`src/dfr_consts.svh`:
```
`ifndef DFR_CONSTS_SVH
`define DFR_CONSTS_SVH

// least number of clock edges a reset pin is held low
`define DFR_HOLD_EDGES 3'd4
// depth of each reset-release synchroniser, in clock edges
`define DFR_SYNC_DEPTH 2

// controller register byte offsets
`define DFR_REG_CTRL 8'h00
`define DFR_REG_CONFIG 8'h04
`define DFR_REG_STATUS 8'h08
`define DFR_REG_MASK 8'h0c

// control register bits (write one to start)
`define DFR_CTRL_FULL 0
`define DFR_CTRL_LIM1 1
`define DFR_CTRL_LIM2 2

// configuration register bits
`define DFR_CFG_ENDIAN 0
`define DFR_CFG_FS0 1
`define DFR_CFG_FS1 2
`define DFR_CFG_SPM_N 3
`define DFR_CFG_TIMING 4
`define DFR_CFG_WIDTH 5
`define DFR_CFG_RESET 5'h18

// status and mask bits
`define DFR_ST_DONE 0
`define DFR_ST_READY1 1
`define DFR_ST_READY2 2
`define DFR_ST_EVENTS 3
`define DFR_ST_BUSY 8
`define DFR_ST_IR1 9
`define DFR_ST_IR2 10
`define DFR_MASK_RESET 3'h0

`endif

```
`src/dfr_link_if.sv`:
```
`timescale 1ns/1ps
// pins between the fifo pair and its reset controller
interface dfr_link_if;
	// reset pins, active low
	logic fifo1_full_reset_n;
	logic fifo2_full_reset_n;
	logic fifo1_limited_reset_n;
	logic fifo2_limited_reset_n;
	// configuration pins
	logic endian_timing_select;
	logic flag_select_0;
	logic flag_select_1;
	logic serial_program_mode_n;
	// flags
	logic port_a_full_or_input_ready;
	logic port_b_full_or_input_ready;
	logic port_a_empty_or_output_ready;
	logic port_b_empty_or_output_ready;
	logic port_a_almost_empty;
	logic port_b_almost_empty;
	logic port_a_almost_full;
	logic port_b_almost_full;
	logic mailbox1_flag_n;
	logic mailbox2_flag_n;

	// the fifo pair
	modport dev (
		input fifo1_full_reset_n, fifo2_full_reset_n,
		input fifo1_limited_reset_n, fifo2_limited_reset_n,
		input endian_timing_select, flag_select_0, flag_select_1, serial_program_mode_n,
		output port_a_full_or_input_ready, port_b_full_or_input_ready,
		output port_a_empty_or_output_ready, port_b_empty_or_output_ready,
		output port_a_almost_empty, port_b_almost_empty,
		output port_a_almost_full, port_b_almost_full,
		output mailbox1_flag_n, mailbox2_flag_n
	);

	// the reset controller
	modport host (
		output fifo1_full_reset_n, fifo2_full_reset_n,
		output fifo1_limited_reset_n, fifo2_limited_reset_n,
		output endian_timing_select, flag_select_0, flag_select_1, serial_program_mode_n,
		input port_a_full_or_input_ready, port_b_full_or_input_ready,
		input port_a_empty_or_output_ready, port_b_empty_or_output_ready,
		input port_a_almost_empty, port_b_almost_empty,
		input port_a_almost_full, port_b_almost_full,
		input mailbox1_flag_n, mailbox2_flag_n
	);
endinterface : dfr_link_if

```
`src/dfr_device.sv`:
```
`timescale 1ns/1ps
`include "dfr_consts.svh"

// reset-release synchroniser: clears at once, releases after DEPTH edges
module dfr_rst_sync #(
	parameter int DEPTH = `DFR_SYNC_DEPTH
) (
	// clock and asynchronous clear
	input wire logic clk,
	input wire logic arst_n,
	// released level
	output logic synced_n
);
	// shift chain, stage 0 is the first flip-flop
	typedef struct packed {
		logic [DEPTH-1:0] chain;
	} dfr_sync_state_type;

	dfr_sync_state_type state;
	dfr_sync_state_type next_state;

	// refuse a chain too short to synchronise
	if (DEPTH < 2) begin : gen_bad_depth
		$error("dfr_rst_sync needs DEPTH of at least 2");
	end

	// shift ones in after the clear lifts
	always_comb begin
		next_state = state;
		next_state.chain = {state.chain[DEPTH-2:0], 1'b1};
	end

	// clear takes effect without the clock
	always_ff @(posedge clk or negedge arst_n) begin
		if (!arst_n) begin
			state <= '0;
		end else begin
			state <= next_state;
		end
	end

	// only the last stage leaves the chain
	assign synced_n = state.chain[DEPTH-1];
endmodule : dfr_rst_sync

// reset control of the fifo pair
module dfr_device #(
	parameter int PTR_WIDTH = 8,
	parameter int OFFSET_WIDTH = 8
) (
	// clock and system reset; both ports run on this clock
	input wire logic pclk,
	input wire logic presetn,
	// link pins
	dfr_link_if.dev link,
	// data path strobes that move the pointers
	input wire logic fifo1_write,
	input wire logic fifo1_read,
	input wire logic fifo2_write,
	input wire logic fifo2_read,
	// mailbox strobes
	input wire logic mail1_write,
	input wire logic mail1_read,
	input wire logic mail2_write,
	input wire logic mail2_read,
	// latched configuration
	output logic big_endian,
	output logic [1:0] flag_select,
	output logic serial_program_mode_n,
	output logic [1:0] fall_through_timing,
	// fifo2 offset registers
	output logic [OFFSET_WIDTH-1:0] fifo2_almost_empty_offset,
	output logic [OFFSET_WIDTH-1:0] fifo2_almost_full_offset,
	// pointers
	output logic [PTR_WIDTH-1:0] fifo1_wr_ptr,
	output logic [PTR_WIDTH-1:0] fifo1_rd_ptr,
	output logic [PTR_WIDTH-1:0] fifo2_wr_ptr,
	output logic [PTR_WIDTH-1:0] fifo2_rd_ptr
);
	// whole state of the block
	typedef struct packed {
		logic [1:0] full_prev; // full reset pins one edge ago
		logic big_endian; // port b ordering
		logic [1:0] flag_sel; // offset method select
		logic spm_n; // serial program mode
		logic [1:0] fall_through; // per fifo timing mode
		logic [OFFSET_WIDTH-1:0] x2; // fifo2 almost-empty offset
		logic [OFFSET_WIDTH-1:0] y2; // fifo2 almost-full offset
		logic [PTR_WIDTH-1:0] wr1;
		logic [PTR_WIDTH-1:0] rd1;
		logic [PTR_WIDTH-1:0] wr2;
		logic [PTR_WIDTH-1:0] rd2;
		logic [1:0] mbx_n; // mailbox flags, high means no message
	} dfr_dev_state_type;

	dfr_dev_state_type state;
	dfr_dev_state_type next_state;

	// refuse widths the logic cannot serve
	if (PTR_WIDTH < 2 || OFFSET_WIDTH < 1) begin : gen_bad_width
		$error("dfr_device width parameters too small");
	end

	// raw reset level of each fifo, either kind
	logic rst1_raw_n;
	logic rst2_raw_n;
	// asynchronous clears of the synchronisers
	logic clr1_n;
	logic clr2_n;
	// released levels per fifo and per port domain
	logic f1_a_n;
	logic f1_b_n;
	logic f2_a_n;
	logic f2_b_n;

	assign rst1_raw_n = link.fifo1_full_reset_n & link.fifo1_limited_reset_n;
	assign rst2_raw_n = link.fifo2_full_reset_n & link.fifo2_limited_reset_n;
	assign clr1_n = presetn & rst1_raw_n;
	assign clr2_n = presetn & rst2_raw_n;

	// fifo1 release into the port a domain
	dfr_rst_sync #(.DEPTH(`DFR_SYNC_DEPTH)) u_sync_1a (
		.clk(pclk),
		.arst_n(clr1_n),
		.synced_n(f1_a_n)
	);
	// fifo1 release into the port b domain
	dfr_rst_sync #(.DEPTH(`DFR_SYNC_DEPTH)) u_sync_1b (
		.clk(pclk),
		.arst_n(clr1_n),
		.synced_n(f1_b_n)
	);
	// fifo2 release into the port a domain
	dfr_rst_sync #(.DEPTH(`DFR_SYNC_DEPTH)) u_sync_2a (
		.clk(pclk),
		.arst_n(clr2_n),
		.synced_n(f2_a_n)
	);
	// fifo2 release into the port b domain
	dfr_rst_sync #(.DEPTH(`DFR_SYNC_DEPTH)) u_sync_2b (
		.clk(pclk),
		.arst_n(clr2_n),
		.synced_n(f2_b_n)
	);

	// next state: configuration capture, offsets, pointers, mailboxes
	always_comb begin
		next_state = state;
		next_state.full_prev = {link.fifo2_full_reset_n, link.fifo1_full_reset_n};
		// track pins while fifo1 full reset is low; last sample is the rising-edge value
		if (!link.fifo1_full_reset_n) begin
			next_state.big_endian = link.endian_timing_select;
			next_state.flag_sel = {link.flag_select_1, link.flag_select_0};
			next_state.spm_n = link.serial_program_mode_n;
		end
		// first edge after full release: high picks standard, low fall-through
		if (link.fifo1_full_reset_n && !state.full_prev[0]) begin
			next_state.fall_through[0] = ~link.endian_timing_select;
		end
		if (link.fifo2_full_reset_n && !state.full_prev[1]) begin
			next_state.fall_through[1] = ~link.endian_timing_select;
			next_state.x2 = '0;
			next_state.y2 = '0;
		end
		// limited resets never touch offsets, method or timing mode
		// fifo1 write pointer lives on port a, read pointer on port b
		if (!f1_a_n) begin
			next_state.wr1 = '0;
		end else if (fifo1_write) begin
			next_state.wr1 = state.wr1 + 1'b1;
		end
		if (!f1_b_n) begin
			next_state.rd1 = '0;
		end else if (fifo1_read) begin
			next_state.rd1 = state.rd1 + 1'b1;
		end
		// fifo2 writes on port b, reads on port a
		if (!f2_b_n) begin
			next_state.wr2 = '0;
		end else if (fifo2_write) begin
			next_state.wr2 = state.wr2 + 1'b1;
		end
		if (!f2_a_n) begin
			next_state.rd2 = '0;
		end else if (fifo2_read) begin
			next_state.rd2 = state.rd2 + 1'b1;
		end
		// mailbox 1: written on port a, read on port b
		if (!f1_a_n || !f1_b_n) begin
			next_state.mbx_n[0] = 1'b1;
		end else if (mail1_write) begin
			next_state.mbx_n[0] = 1'b0;
		end else if (mail1_read) begin
			next_state.mbx_n[0] = 1'b1;
		end
		// mailbox 2: written on port b, read on port a
		if (!f2_a_n || !f2_b_n) begin
			next_state.mbx_n[1] = 1'b1;
		end else if (mail2_write) begin
			next_state.mbx_n[1] = 1'b0;
		end else if (mail2_read) begin
			next_state.mbx_n[1] = 1'b1;
		end
	end

	// state register
	always_ff @(posedge pclk or negedge presetn) begin
		if (!presetn) begin
			state <= '{
				full_prev: 2'h3, // idle level of the pins, so no false release follows reset
				big_endian: 1'b0,
				flag_sel: 2'h0,
				spm_n: 1'b1,
				fall_through: 2'h0,
				x2: '0,
				y2: '0,
				wr1: '0,
				rd1: '0,
				wr2: '0,
				rd2: '0,
				mbx_n: 2'h3
			};
		end else begin
			state <= next_state;
		end
	end

	// input ready follows the write-side release: two edges after the pin rises
	assign link.port_a_full_or_input_ready = rst1_raw_n & f1_a_n;
	assign link.port_b_full_or_input_ready = rst2_raw_n & f2_b_n;
	// output ready while words are held; low through any reset
	assign link.port_b_empty_or_output_ready = rst1_raw_n & f1_b_n & (state.wr1 != state.rd1);
	assign link.port_a_empty_or_output_ready = rst2_raw_n & f2_a_n & (state.wr2 != state.rd2);
	// almost flags hold their reset levels; thresholds belong to the data path
	assign link.port_b_almost_empty = 1'b0;
	assign link.port_a_almost_empty = 1'b0;
	assign link.port_a_almost_full = 1'b1;
	assign link.port_b_almost_full = 1'b1;
	// mailbox flags go high the moment the pin falls
	assign link.mailbox1_flag_n = state.mbx_n[0] | ~rst1_raw_n;
	assign link.mailbox2_flag_n = state.mbx_n[1] | ~rst2_raw_n;

	// user-side views
	assign big_endian = state.big_endian;
	assign flag_select = state.flag_sel;
	assign serial_program_mode_n = state.spm_n;
	assign fall_through_timing = state.fall_through;
	assign fifo2_almost_empty_offset = state.x2;
	assign fifo2_almost_full_offset = state.y2;
	assign fifo1_wr_ptr = state.wr1;
	assign fifo1_rd_ptr = state.rd1;
	assign fifo2_wr_ptr = state.wr2;
	assign fifo2_rd_ptr = state.rd2;
endmodule : dfr_device

```
`src/flat_wrapper.sv`:
```
// flat-port wrapper written by rule: the top's interface ports become plain ports
module dfr_device_flat 
#(
	parameter int PTR_WIDTH = 8,
	parameter int OFFSET_WIDTH = 8
)
  (pclk, presetn, fifo1_write, fifo1_read, fifo2_write, fifo2_read, mail1_write, mail1_read, mail2_write, mail2_read, big_endian, flag_select, serial_program_mode_n, fall_through_timing, fifo2_almost_empty_offset, fifo2_almost_full_offset, fifo1_wr_ptr, fifo1_rd_ptr, fifo2_wr_ptr, fifo2_rd_ptr, link_fifo1_full_reset_n, link_fifo2_full_reset_n, link_fifo1_limited_reset_n, link_fifo2_limited_reset_n, link_endian_timing_select, link_flag_select_0, link_flag_select_1, link_serial_program_mode_n, link_port_a_full_or_input_ready, link_port_b_full_or_input_ready, link_port_a_empty_or_output_ready, link_port_b_empty_or_output_ready, link_port_a_almost_empty, link_port_b_almost_empty, link_port_a_almost_full, link_port_b_almost_full, link_mailbox1_flag_n, link_mailbox2_flag_n);
  dfr_link_if link_i ();
  input wire logic pclk;
  input wire logic presetn;
  input wire logic fifo1_write;
  input wire logic fifo1_read;
  input wire logic fifo2_write;
  input wire logic fifo2_read;
  input wire logic mail1_write;
  input wire logic mail1_read;
  input wire logic mail2_write;
  input wire logic mail2_read;
  output logic big_endian;
  output logic [1:0] flag_select;
  output logic serial_program_mode_n;
  output logic [1:0] fall_through_timing;
  output logic [OFFSET_WIDTH-1:0] fifo2_almost_empty_offset;
  output logic [OFFSET_WIDTH-1:0] fifo2_almost_full_offset;
  output logic [PTR_WIDTH-1:0] fifo1_wr_ptr;
  output logic [PTR_WIDTH-1:0] fifo1_rd_ptr;
  output logic [PTR_WIDTH-1:0] fifo2_wr_ptr;
  output logic [PTR_WIDTH-1:0] fifo2_rd_ptr;
  input wire logic [$bits(link_i.fifo1_full_reset_n)-1:0] link_fifo1_full_reset_n;
  input wire logic [$bits(link_i.fifo2_full_reset_n)-1:0] link_fifo2_full_reset_n;
  input wire logic [$bits(link_i.fifo1_limited_reset_n)-1:0] link_fifo1_limited_reset_n;
  input wire logic [$bits(link_i.fifo2_limited_reset_n)-1:0] link_fifo2_limited_reset_n;
  input wire logic [$bits(link_i.endian_timing_select)-1:0] link_endian_timing_select;
  input wire logic [$bits(link_i.flag_select_0)-1:0] link_flag_select_0;
  input wire logic [$bits(link_i.flag_select_1)-1:0] link_flag_select_1;
  input wire logic [$bits(link_i.serial_program_mode_n)-1:0] link_serial_program_mode_n;
  output wire logic [$bits(link_i.port_a_full_or_input_ready)-1:0] link_port_a_full_or_input_ready;
  output wire logic [$bits(link_i.port_b_full_or_input_ready)-1:0] link_port_b_full_or_input_ready;
  output wire logic [$bits(link_i.port_a_empty_or_output_ready)-1:0] link_port_a_empty_or_output_ready;
  output wire logic [$bits(link_i.port_b_empty_or_output_ready)-1:0] link_port_b_empty_or_output_ready;
  output wire logic [$bits(link_i.port_a_almost_empty)-1:0] link_port_a_almost_empty;
  output wire logic [$bits(link_i.port_b_almost_empty)-1:0] link_port_b_almost_empty;
  output wire logic [$bits(link_i.port_a_almost_full)-1:0] link_port_a_almost_full;
  output wire logic [$bits(link_i.port_b_almost_full)-1:0] link_port_b_almost_full;
  output wire logic [$bits(link_i.mailbox1_flag_n)-1:0] link_mailbox1_flag_n;
  output wire logic [$bits(link_i.mailbox2_flag_n)-1:0] link_mailbox2_flag_n;
  assign link_i.fifo1_full_reset_n = link_fifo1_full_reset_n;
  assign link_i.fifo2_full_reset_n = link_fifo2_full_reset_n;
  assign link_i.fifo1_limited_reset_n = link_fifo1_limited_reset_n;
  assign link_i.fifo2_limited_reset_n = link_fifo2_limited_reset_n;
  assign link_i.endian_timing_select = link_endian_timing_select;
  assign link_i.flag_select_0 = link_flag_select_0;
  assign link_i.flag_select_1 = link_flag_select_1;
  assign link_i.serial_program_mode_n = link_serial_program_mode_n;
  assign link_port_a_full_or_input_ready = link_i.port_a_full_or_input_ready;
  assign link_port_b_full_or_input_ready = link_i.port_b_full_or_input_ready;
  assign link_port_a_empty_or_output_ready = link_i.port_a_empty_or_output_ready;
  assign link_port_b_empty_or_output_ready = link_i.port_b_empty_or_output_ready;
  assign link_port_a_almost_empty = link_i.port_a_almost_empty;
  assign link_port_b_almost_empty = link_i.port_b_almost_empty;
  assign link_port_a_almost_full = link_i.port_a_almost_full;
  assign link_port_b_almost_full = link_i.port_b_almost_full;
  assign link_mailbox1_flag_n = link_i.mailbox1_flag_n;
  assign link_mailbox2_flag_n = link_i.mailbox2_flag_n;
  dfr_device #(.PTR_WIDTH(PTR_WIDTH), .OFFSET_WIDTH(OFFSET_WIDTH)) u_core (.pclk(pclk), .presetn(presetn), .link(link_i), .fifo1_write(fifo1_write), .fifo1_read(fifo1_read), .fifo2_write(fifo2_write), .fifo2_read(fifo2_read), .mail1_write(mail1_write), .mail1_read(mail1_read), .mail2_write(mail2_write), .mail2_read(mail2_read), .big_endian(big_endian), .flag_select(flag_select), .serial_program_mode_n(serial_program_mode_n), .fall_through_timing(fall_through_timing), .fifo2_almost_empty_offset(fifo2_almost_empty_offset), .fifo2_almost_full_offset(fifo2_almost_full_offset), .fifo1_wr_ptr(fifo1_wr_ptr), .fifo1_rd_ptr(fifo1_rd_ptr), .fifo2_wr_ptr(fifo2_wr_ptr), .fifo2_rd_ptr(fifo2_rd_ptr));
endmodule
```
`config.mk`:
```
export PLATFORM = sky130hd
export DESIGN_NAME = dfr_device_flat
export DESIGN_NICKNAME = d
export VERILOG_FILES = /design/src/dfr_link_if.sv /design/src/dfr_device.sv /design/src/flat_wrapper.sv
export VERILOG_INCLUDE_DIRS = /design/src
export SDC_FILE = /design/constraint.sdc
export NUM_CORES = 1
export LEC_CHECK = 0
export ABC_AREA = 1
export BUFFER_PORTS_ARGS = -buffer_cell sky130_fd_sc_hd__clkbuf_2
export CORE_MARGIN = 10
export CORE_UTILIZATION = 53
export DETAILED_ROUTE_END_ITERATION = 12
export PLACE_DENSITY = 0.86
export SKIP_LAST_GASP = 1
export SLEW_MARGIN = 10
export SYNTH_ARGS = -nofsm -noshare
export SYNTH_HDL_FRONTEND = slang
export SYNTH_SLANG_ARGS = --single-unit
```
`constraint.sdc`:
```
create_clock -name pclk -period 3.3 [get_ports pclk]
set_input_delay 0.33 -clock pclk [delete_from_list [all_inputs] [get_ports pclk]]
set_output_delay 0.33 -clock pclk [all_outputs]
set_load 0.01 [all_outputs]
```
==> metrics <==
outcome finished clean; actual slew at the worst max-slew pin 0.620 ns; RSZ-0062 raised after global routing false; clock slew at reported path FFs 0.07 ns; die height 92.8 um; crit-path max FO 13; # fillers 510; Clock Tree Buf Depth 2; # rows 26; Pwr Total 0.00107 W; Root Buffer clkbuf_8; all-layer global routing usage 13.5%; Hold Buf Count CTS 0; syn_area_per_cell 7.62 um^2; H-Tree Depth 2; worst min-delay path category input pin to asynchronous set/reset pin; Placer Congestion 0.845; Syn Inst Count 369; slew margin rel. 58.7%; Remaining DRCs 0; TritonCTS buffer count 5; clock latency on the worst-skew pair 0.29 ns; DRT Wirelength 5.77 mm; Synth area leaders dfrtp_1, buf_4, nand2_1; Worst setup EP type output port; DIE WIDTH 92.8 um; sequential element share of the synthesized area 41.2%; GR peak layer met2; fin cells 470; leading register cell type out of synthesis dfrtp_1; register area 1160 um^2; Pre-antenna DRT Iters 4; CTS tree done; initial antenna violation count 0; Final period util 57.0%; MaxCap Viol Count 0; final net count 421; die area 8620 um^2; max-slew violations 0; Post-DP HPWL 4.58 mm; first-pass GRT wire length 9.69 mm; met2 global-route usage 22.8%; CP Launch Type flip-flop; skew final 0.00601 ns; # IOs 82; final hold violations 0; area grow syn2layout 4.27%; Final Critical Period 1.88 ns; Core ar. 5140 um^2; DRT iter0 DRCs 93; Crit path arrival time 1.55 ns; final setup violation count 0; post-synthesis cell area 2810 um^2; area occupied by multi-input gates 1120 um^2; Leak 1.53 nW; final core occ 57.0%; n_diodes 0; peak supply drop 230 uV; gr ovfl total 0; post-CTS resize count 0; vias post-DR 2,183; ys async rst share 100%; synth unique cells 28; pwr/cell area 364 nW/um^2; Detail Route Antenna Nets 0; post-synth top area cell dfrtp_1; post-synth top area share 36.5%; layout cells sized above 1 24.8%; pin count of the biggest net entering global routing 26; Initial Util 54.7%; EDFF count, synth 0; vias in the first global route 2,186; synth warn 0; setup bufs post-CTS 0; met1 usage 15.2%; FMAX 532 MHz; met3 GRT Util 5.41%; Yosys reg bits 46; vias per cell 4.64; Worst R2R Path Depth 7; input/output buffers 61; routed length per placed instance 12.3 um; clock sink count 46; setup_tns 0 ns; total placed cells including tap cells 462; worst endpoint required time 2.97 ns; kind of critical path flip-flop to output port
==> cell usage after synthesis (5+ instances only) <==
master	instances
nand2_1	91
a21oi_1	17
o21ai_0	8
nor3_1	8
dfrtp_1	41
inv_1	40
nand3_1	5
nor2_1	42
buf_4	56
o21ai_1	8
nor2_2	5
dfstp_2	5
==> registers in the layout, indices dropped and copies added (netlist names) <==
| register | count |
|---|---|
| u_core.serial_program_mode_n | 1 |
| u_core.fifo1_wr_ptr | 8 |
| u_core.u_sync_1a.state | 2 |
| u_core.fifo2_wr_ptr | 8 |
| u_core.fifo2_rd_ptr | 8 |
| u_core.state | 4 |
| u_core.fall_through_timing | 2 |
| u_core.u_sync_2a.state | 2 |
| u_core.flag_select | 2 |
| u_core.big_endian | 1 |
| u_core.fifo1_rd_ptr | 8 |
==> logic make-up (layout without fill, tap and decap cells) <==
group	after synthesis	in the layout	share of synthesized area [%]
simple gates	167	167	25.6
buf+inv	106	117	21.8
flops	46	46	41.2
compound gates	40	40	7.79
fa+ha+maj	4	4	1.78
mux	4	4	1.60
other cells	2	22	0.267
==> cells in the final DEF (no fill, tap or decap) <==
cell	count
ha_1	4
nand3_2	2
o21ai_1	8
o31ai_1	2
or2_1	1
buf_4	1
nand2_1	91
conb_1	22
o21ai_0	8
nor2_1	42
a31oi_1	2
dfstp_2	5
nand2_2	4
clkbuf_8	5
or2_2	2
mux2_2	4
clkbuf_1	3
nand3b_1	2
nor2_4	3
a21oi_2	3
dfrtp_1	41
nor2_2	5
nand3_1	5
inv_2	4
nor3_1	8
inv_1	40
a21oi_1	17
clkbuf_2	61
clkinv_1	3
nand4_1	2
==> routing by layer <==
| layer | part of all wire, % | wire length, um |
|---|---|---|
| met5 | 0 | 0 |
| met3 | 8.3 | 478 |
| met4 | 1.6 | 93 |
| met2 | 48 | 2760 |
| met1 | 42 | 2440 |
==> critical path, cell delays in order, from the launching register on <==
cell and delay (ns):
dfrtp_1 0.58, inv_1 0.22, nor2_1 0.18, inv_1 0.05, nor2_1 0.09, clkbuf_2 0.13
==> per-stage QoR <==
stage / setup slack, ns / area, um^2 / hold WS [ns]
after floorplan: 1.97 / 2890 / 0.0344
after global placement: 1.77 / 2850 / 0.301
after detailed placement: 1.74 / 2850 / 0.322
after CTS: 1.41 / 2930 / 0.000995
after global routing: 1.24 / 2930 / 0.0223
final: 1.42 / 2930 / 0.00479
==> power by group <==
| group | internal (W) | switching [W] |
|---|---|---|
| registers | 0.000588 | 0.0000248 |
| clock network | 0.000151 | 0.000180 |
| logic | 0.0000459 | 0.0000789 |
==> layout make-up <==
type                       instances  share of cell area (%)
inverter                          47                    6.02
clock buffer                       8                    2.73
sequential                        46                    39.5
tap                               70                    2.99
multi-input combinational        237                    38.1
timing repair buffer              62                    10.7
==> path summary, 6_finish.rpt <==
| path | startpoint | end | slack [ns] |
|---|---|---|---|
| min in group pclk | link_fifo2_full_reset_n | u_core.state[57] | 0.15 |
| hold / removal | link_fifo1_limited_reset_n | u_core.u_sync_1a.state[0] | 0.005 |
| max in group asynchronous | presetn | u_core.fifo2_rd_ptr[7] | 2.57 |
| hold reg to reg | u_core.u_sync_2a.state[0] | u_core.u_sync_2a.state[1] | 0.35 |
| setup / recovery | u_core.u_sync_1a.state[1] | link_port_b_empty_or_output_ready | 1.42 |
| setup reg to reg | u_core.fifo2_wr_ptr[1] | u_core.fifo2_wr_ptr[6] | 2.01 |
Power figures use the tool's default switching activity.
